**config.mk**
```make
export PLATFORM = sky130hd
export DESIGN_NAME = aab_bridge
export DESIGN_NICKNAME = d
export VERILOG_FILES = /design/src/pkg/aab_pkg.sv /design/src/hw/aab_bridge.sv
export VERILOG_INCLUDE_DIRS = /design/src /design/src/pkg
export SDC_FILE = /design/constraint.sdc
export NUM_CORES = 1
export LEC_CHECK = 0
export ABC_AREA = 1
export BUFFER_PORTS_ARGS = -buffer_cell sky130_fd_sc_hd__buf_4
export CAP_MARGIN = 20
export CORE_AREA = 2 2 144 146
export CTS_CLUSTER_DIAMETER = 150
export DETAILED_ROUTE_END_ITERATION = 8
export DIE_AREA = 0 0 146 148
export PLACE_DENSITY = 0.64
export REMOVE_ABC_BUFFERS = 1
export SYNTH_ARGS = -nofsm -noshare
export SYNTH_HDL_FRONTEND = slang
export SYNTH_SLANG_ARGS = --single-unit
```
**constraint.sdc**
```tcl
create_clock -name clk -period 3.7 [get_ports clk]
set_input_delay 0.185 -clock clk [delete_from_list [all_inputs] [get_ports clk]]
set_output_delay 0.185 -clock clk [all_outputs]
set_load 0.005 [all_outputs]
```
**src/pkg/aab_defines.svh**
```systemverilog
`ifndef AAB_DEFINES_SVH
`define AAB_DEFINES_SVH

// Response codes on the AXI read and write response channels.
`define AAB_RESP_OKAY 2'h0
`define AAB_RESP_EXOKAY 2'h1
`define AAB_RESP_SLVERR 2'h2
`define AAB_RESP_DECERR 2'h3

// Reset values of the registered outputs.
`define AAB_RST_ADDR 32'h0000_0000
`define AAB_RST_DATA 32'h0000_0000
`define AAB_RST_STRB 4'h0
`define AAB_RST_PROT 3'h0

// Counter value at which the last allowed wait cycle is spent.
`define AAB_TMO_LAST 1

`endif

```
**src/pkg/aab_pkg.sv**
```systemverilog
package aab_pkg;

	typedef enum logic [2:0]
	{
		st_idle = 3'h0,
		st_racc = 3'h1,
		st_wacc = 3'h2,
		st_setup = 3'h3,
		st_access = 3'h4,
		st_resp = 3'h5
	} aab_state_t;

endpackage

```
**src/hw/aab_bridge.sv**
```systemverilog
`timescale 1ns/1ps
// How it works
// - APB address equals AXI address, no remapping.
// - Simultaneous read and write: read accepted first.
// - Pending write starts only after read response completes.
// - No exclusive access, never EXOKAY.
// - Little-endian both sides, byte lanes map directly.
// - Write and read data pass unchanged.
// - APB4 drives strobes and protection.
// - Protection from read or write channel.
// - Slave error becomes SLVERR response.
// - Never answer DECERR.
// - Timeout logic exists only for non-zero count.
// - Timeout ends transfer with SLVERR, zero data.
// - Timeout counter decrements while transfer active.
// - Slave acknowledge reloads the timeout counter.
// - One clock drives both interfaces.
// - Synchronous reset clears AXI and APB logic.
// - Slave chosen by inclusive base/high range.
// - One select per slave, only addressed one.
// - Strobes stay low during reads.
// - Enable from second cycle until transfer ends.
`include "aab_defines.svh"

module aab_bridge #(
	parameter int NUM_SLV = 4,
	parameter bit APB4 = 1'b1,
	parameter int TIMEOUT = 64,
	parameter logic [NUM_SLV-1:0][31:0] SLV_BASE =
		{32'h0000_3000, 32'h0000_2000, 32'h0000_1000, 32'h0000_0000},
	parameter logic [NUM_SLV-1:0][31:0] SLV_HIGH =
		{32'h0000_3fff, 32'h0000_2fff, 32'h0000_1fff, 32'h0000_0fff}
)
(
	input wire logic clk,
	input wire logic rst,
	input wire logic [31:0] s_axi_awaddr,
	input wire logic [2:0] s_axi_awprot,
	input wire logic s_axi_awvalid,
	output logic s_axi_awready,
	input wire logic [31:0] s_axi_wdata,
	input wire logic [3:0] s_axi_wstrb,
	input wire logic s_axi_wvalid,
	output logic s_axi_wready,
	output logic [1:0] s_axi_bresp,
	output logic s_axi_bvalid,
	input wire logic s_axi_bready,
	input wire logic [31:0] s_axi_araddr,
	input wire logic [2:0] s_axi_arprot,
	input wire logic s_axi_arvalid,
	output logic s_axi_arready,
	output logic [31:0] s_axi_rdata,
	output logic [1:0] s_axi_rresp,
	output logic s_axi_rvalid,
	input wire logic s_axi_rready,
	output logic [31:0] m_apb_paddr,
	output logic [NUM_SLV-1:0] m_apb_psel,
	output logic m_apb_penable,
	output logic m_apb_pwrite,
	output logic [31:0] m_apb_pwdata,
	output logic [3:0] m_apb_pstrb,
	output logic [2:0] m_apb_pprot,
	input wire logic [NUM_SLV-1:0] m_apb_pready,
	input wire logic [NUM_SLV-1:0][31:0] m_apb_prdata,
	input wire logic [NUM_SLV-1:0] m_apb_pslverr
);

	localparam int IW = (NUM_SLV > 1) ? $clog2(NUM_SLV) : 1;
	localparam int TW = (TIMEOUT > 0) ? $clog2(TIMEOUT + 1) : 1;

	aab_pkg::aab_state_t state_ff;
	logic arready_ff;
	logic awready_ff;
	logic wready_ff;
	logic bvalid_ff;
	logic rvalid_ff;
	logic [1:0] bresp_ff;
	logic [1:0] rresp_ff;
	logic [31:0] rdata_ff;
	logic [31:0] paddr_ff;
	logic [NUM_SLV-1:0] psel_ff;
	logic penable_ff;
	logic pwrite_ff;
	logic [31:0] pwdata_ff;
	logic [3:0] pstrb_ff;
	logic [2:0] pprot_ff;
	logic [IW-1:0] sel_idx_ff;
	logic [NUM_SLV-1:0] hit;
	logic [IW-1:0] hit_idx;
	logic found;
	logic ack;
	logic slv_err;
	logic tmo_hit;
	logic done;
	logic [31:0] prdata_sel;

	// Address decode; the lowest matching slave wins if ranges overlap.
	always_comb
	begin
		hit = '0;
		hit_idx = '0;
		found = 1'b0;
		for (int i = 0; i < NUM_SLV; i++)
		begin
			if (!found && paddr_ff >= SLV_BASE[i] && paddr_ff <= SLV_HIGH[i])
			begin
				hit[i] = 1'b1;
				hit_idx = IW'(i);
				found = 1'b1;
			end
		end
	end

	assign ack = |(psel_ff & m_apb_pready);
	assign slv_err = |(psel_ff & m_apb_pslverr);
	assign prdata_sel = m_apb_prdata[sel_idx_ff];
	// A ready in the same cycle as expiry still counts as a normal answer.
	assign done = penable_ff && (ack || tmo_hit);

	generate
		if (TIMEOUT != 0)
		begin : g_tmo
			logic [TW-1:0] tmo_ff;

			always_ff @(posedge clk)
			begin
				if (rst)
					tmo_ff <= TW'(TIMEOUT);
				else if (state_ff == aab_pkg::st_setup || (penable_ff && ack))
					tmo_ff <= TW'(TIMEOUT);
				else if (penable_ff && tmo_ff != '0)
					tmo_ff <= tmo_ff - TW'(1);
			end

			assign tmo_hit = penable_ff && !ack && (tmo_ff == TW'(`AAB_TMO_LAST));
		end
		else
		begin : g_no_tmo
			assign tmo_hit = 1'b0;
		end
	endgenerate

	// Main sequence: accept, APB setup and access phases, then AXI response.
	always_ff @(posedge clk)
	begin
		if (rst)
			state_ff <= aab_pkg::st_idle;
		else
		begin
			case (state_ff)
				aab_pkg::st_idle:
				begin
					if (s_axi_arvalid)
						state_ff <= aab_pkg::st_racc;
					else if (s_axi_awvalid && s_axi_wvalid)
						state_ff <= aab_pkg::st_wacc;
				end
				aab_pkg::st_racc,
				aab_pkg::st_wacc:
					state_ff <= aab_pkg::st_setup;
				aab_pkg::st_setup:
					state_ff <= found ? aab_pkg::st_access : aab_pkg::st_resp;
				aab_pkg::st_access:
				begin
					if (done)
						state_ff <= aab_pkg::st_resp;
				end
				aab_pkg::st_resp:
				begin
					if ((bvalid_ff && s_axi_bready) || (rvalid_ff && s_axi_rready))
						state_ff <= aab_pkg::st_idle;
				end
				default:
					state_ff <= aab_pkg::st_idle;
			endcase
		end
	end

	// Ready is raised for exactly the one cycle in which valid is already held.
	always_ff @(posedge clk)
	begin
		if (rst)
		begin
			arready_ff <= 1'b0;
			awready_ff <= 1'b0;
			wready_ff <= 1'b0;
		end
		else
		begin
			arready_ff <= (state_ff == aab_pkg::st_idle) && s_axi_arvalid;
			awready_ff <= (state_ff == aab_pkg::st_idle) && !s_axi_arvalid &&
				s_axi_awvalid && s_axi_wvalid;
			wready_ff <= (state_ff == aab_pkg::st_idle) && !s_axi_arvalid &&
				s_axi_awvalid && s_axi_wvalid;
		end
	end

	// Request capture; address and data pass through untouched.
	always_ff @(posedge clk)
	begin
		if (rst)
		begin
			paddr_ff <= `AAB_RST_ADDR;
			pwrite_ff <= 1'b0;
			pwdata_ff <= `AAB_RST_DATA;
			pstrb_ff <= `AAB_RST_STRB;
			pprot_ff <= `AAB_RST_PROT;
		end
		else if (state_ff == aab_pkg::st_racc)
		begin
			paddr_ff <= s_axi_araddr;
			pwrite_ff <= 1'b0;
			pstrb_ff <= `AAB_RST_STRB;
			pprot_ff <= APB4 ? s_axi_arprot : `AAB_RST_PROT;
		end
		else if (state_ff == aab_pkg::st_wacc)
		begin
			paddr_ff <= s_axi_awaddr;
			pwrite_ff <= 1'b1;
			pwdata_ff <= s_axi_wdata;
			pstrb_ff <= APB4 ? s_axi_wstrb : `AAB_RST_STRB;
			pprot_ff <= APB4 ? s_axi_awprot : `AAB_RST_PROT;
		end
	end

	// APB select and enable phases.
	always_ff @(posedge clk)
	begin
		if (rst)
		begin
			psel_ff <= '0;
			penable_ff <= 1'b0;
			sel_idx_ff <= '0;
		end
		else if (state_ff == aab_pkg::st_setup)
		begin
			psel_ff <= hit;
			sel_idx_ff <= hit_idx;
		end
		else if (state_ff == aab_pkg::st_access)
		begin
			if (done)
			begin
				psel_ff <= '0;
				penable_ff <= 1'b0;
			end
			else
				penable_ff <= 1'b1;
		end
	end

	// AXI responses; only OKAY or SLVERR are ever produced.
	always_ff @(posedge clk)
	begin
		if (rst)
		begin
			rvalid_ff <= 1'b0;
			bvalid_ff <= 1'b0;
			rresp_ff <= `AAB_RESP_OKAY;
			bresp_ff <= `AAB_RESP_OKAY;
			rdata_ff <= `AAB_RST_DATA;
		end
		else if ((state_ff == aab_pkg::st_setup && !found) ||
			(state_ff == aab_pkg::st_access && done))
		begin
			if (pwrite_ff)
			begin
				bvalid_ff <= 1'b1;
				bresp_ff <= (ack && !slv_err) ? `AAB_RESP_OKAY : `AAB_RESP_SLVERR;
			end
			else
			begin
				rvalid_ff <= 1'b1;
				rresp_ff <= (ack && !slv_err) ? `AAB_RESP_OKAY : `AAB_RESP_SLVERR;
				rdata_ff <= ack ? prdata_sel : `AAB_RST_DATA;
			end
		end
		else
		begin
			if (s_axi_rready)
				rvalid_ff <= 1'b0;
			if (s_axi_bready)
				bvalid_ff <= 1'b0;
		end
	end

	assign s_axi_arready = arready_ff;
	assign s_axi_awready = awready_ff;
	assign s_axi_wready = wready_ff;
	assign s_axi_bvalid = bvalid_ff;
	assign s_axi_bresp = bresp_ff;
	assign s_axi_rvalid = rvalid_ff;
	assign s_axi_rresp = rresp_ff;
	assign s_axi_rdata = rdata_ff;
	assign m_apb_paddr = paddr_ff;
	assign m_apb_psel = psel_ff;
	assign m_apb_penable = penable_ff;
	assign m_apb_pwrite = pwrite_ff;
	assign m_apb_pwdata = pwdata_ff;
	assign m_apb_pstrb = pstrb_ff;
	assign m_apb_pprot = pprot_ff;

	// Counts access-phase cycles for the wait-bound check.
	logic [31:0] wait_cnt_ff;

	always_ff @(posedge clk)
	begin
		if (rst || !penable_ff)
			wait_cnt_ff <= '0;
		else
			wait_cnt_ff <= wait_cnt_ff + 32'h1;
	end
endmodule

```
==> metrics <==
maxcap violations 0; final core utilization 0.492; Setup violations, final 0; # hold bufs at CTS 17; Post-synth top cells nand2_1 (229), nor2_1 (157), nand3_1 (145); clk root buf clkbuf_16; Port Buf Inserts 364; GRT Resource Usage Total 0.218; Remaining DRCs 0; Mapped Cells 943; Worst R2R Start state_ff[2]; fin crit period 2.08 ns; fin cells about 1,600; share of cells above drive strength 1 0.324; Synth Register Bits 127; Detailed Place HPWL 17,400 µm; Area contributors post-synth dfxtp_1 (41%), nand2_1 (14%), nand3_1 (12%); sequential share of the synthesized area 0.406; top-area cell type share of the netlist area 0.406; Clock Skew 0.0142 ns; CTS tree done; initial antenna violation count 0; global-route wire length before repair 37,500 µm; Clock Sinks ~130; Via density 4.83; largest net degree at the start of global routing 71; Storage cell area 2540 µm²; Final Max Tran Viols 0; endpoints failing hold 0; status completed; Hold Path Depth 3; routed len/inst 15.5 µm; Ant. Diodes 0; via count 7,571; EDFF count, synth 0; Worst-Skew Late Latency 0.42 ns; final wirelength 24,400 µm; H-tree Lvls 4; crit-path max FO 61; crit path from state_ff[2]; WHS 0.0211 ns; Setup Total Neg Slack 0 ns; Reg2Reg Setup Slack ~1.6 ns; dpl cells about 1,500; vias in the first global route about 7,000; Final ANT Viol Nets 0; Post-CTS Setup Inserts 0; max_slew headroom 0.448; Worst setup SP type register; Syn Area/Cell between 6 and 7 µm²; endpoint class of the critical path register; CP arrival 2.39 ns; count of cell types in the netlist 36; Top FF cell, synth dfxtp_1; starting density of the core 0.313; DIE AREA approximately 22,000 µm²; Critical Path End m_apb_paddr[10]; asr flop ratio synth 0; worst ir drop on vdd 0.410 mV; final net count 1,537; HP Class in2reg; Multi-input gate area roughly 3300 µm²; core area 20,000 µm²; Syn-to-layout area delta 57.2%; fmax 0.480 GHz; Slew @ Worst Pin just over 0.8 ns; P_leak 4.63 nW; post-cts sizing count 0; FILL cells 2,068; CTS Buf Count 17; Die W roughly 150 µm; maximum buffer depth of the clock tree 2; final worst-path cycle share 0.563; RSZ-0062 raised after global routing false; global placement routability congestion 0.820; leading area contributor after synthesis dfxtp_1; clock-pin slew on the worst setup and hold paths 0.06 ns; Total Power 6.15 mW; CP Data Required Time 4.01 ns; first drt pass iteration count 4; count leader, synth nand2_1; Mapped Area 6270 µm²; PD cells 624 nW/µm²; crit path kind reg2reg; r2r worst-path depth 7; initial DRC count 284; Die Height between 100 and 150 µm; row count 52; I/O pin count 367; gr ovfl total 0; Ys Warns 0; reg-to-reg endpoint m_apb_paddr[10]
flip-flops by register name, indices dropped and copies added, names as in the netlist, 2 cells and up:
| register | cells |
|---|---|
| s_axi_rdata | 32 |
| m_apb_paddr | 32 |
| g_tmo.tmo_ff | 7 |
| state_ff | 3 |
| m_apb_pprot | 3 |
| sel_idx_ff | 2 |
| m_apb_psel | 4 |
| m_apb_pstrb | 4 |
| m_apb_pwdata | 32 |
how the worst min path moves through the flow:
| stage | startpoint | end | slack (ns) |
|---|---|---|---|
| after global placement | s_axi_awprot[2] | m_apb_pprot[2] | 0.41 |
| after global routing | s_axi_arprot[1] | m_apb_pprot[1] | 0.0003 |
| after floorplan | rst | m_apb_psel[0] | 0.25 |
| after detailed placement | s_axi_awprot[2] | m_apb_pprot[2] | 0.41 |
| after CTS | s_axi_wdata[21] | m_apb_pwdata[21] | 0.0004 |
| final | s_axi_wdata[21] | m_apb_pwdata[21] | 0.02 |
cells in the final DEF, fill, tap and decap left out, types with 5 or more instances in the layout:
cell type	n
nand3_1	144
inv_6	5
nand2_1	229
inv_2	5
buf_4	373
a21oi_1	69
dlygate4sd3_1	19
dfxtp_1	126
inv_1	20
nor2_1	157
o21ai_0	71
o221ai_1	16
clkbuf_16	17
power by group:
part / internal [mW] / switching (mW)
combinational: 1.14 / 1.34
sequential: 1.82 / 0.298
clock: 0.891 / 0.663
stage by stage:
stage,instance area (µm²),setup slack [ns]
floorplan,5920,0.783
global placement,9070,1.64
detailed placement,9100,1.66
CTS,9810,1.64
global route,9850,1.42
finish,9850,1.62
cell type report:
cell class / instances / share of cell area
clock buffers: 20 / 0.0453
clock inverters: 12 / 0.0103
inverters: 27 / 0.0104
multi-input cells: 719 / 0.333
flip-flops and latches: 127 / 0.258
well taps: 270 / 0.0343
repair buffers: 394 / 0.308
layer usage:
layer	part of all wire	GRT usage	vias to the layer above
met1	0.39	0.254	3439
met3	0.099	0.0833	21
met2	0.49	0.377	292
li1	-	-	3819
met4	0.014	0.0549	0
met5	0	0	-
cells by family (layout without fill, tap and decap cells):
| kind of cell | after synthesis | after routing | share of synthesized area |
|---|---|---|---|
| AO/OA/AOI/OAI | 169 | 169 | 0.152 |
| AND/OR/NAND/NOR | 545 | 545 | 0.365 |
| buffers and inverters | 98 | 453 | 0.0717 |
| other | 1 | 2 | 0.000598 |
| XOR/XNOR | 1 | 1 | 0.00140 |
| adder cells (fa/ha/maj) | 2 | 2 | 0.00399 |
| flip-flops | 127 | 127 | 0.406 |
critical path, cell delays in order (launching register included):
cell and delay [ns]:
dfxtp_1 0.40, inv_2 0.06, nand3_2 0.19, buf_4 0.54, nand2_1 0.17, buf_4 0.28, o221ai_1 0.21, nor2_1 0.06
Power figures use the tool's default switching activity.
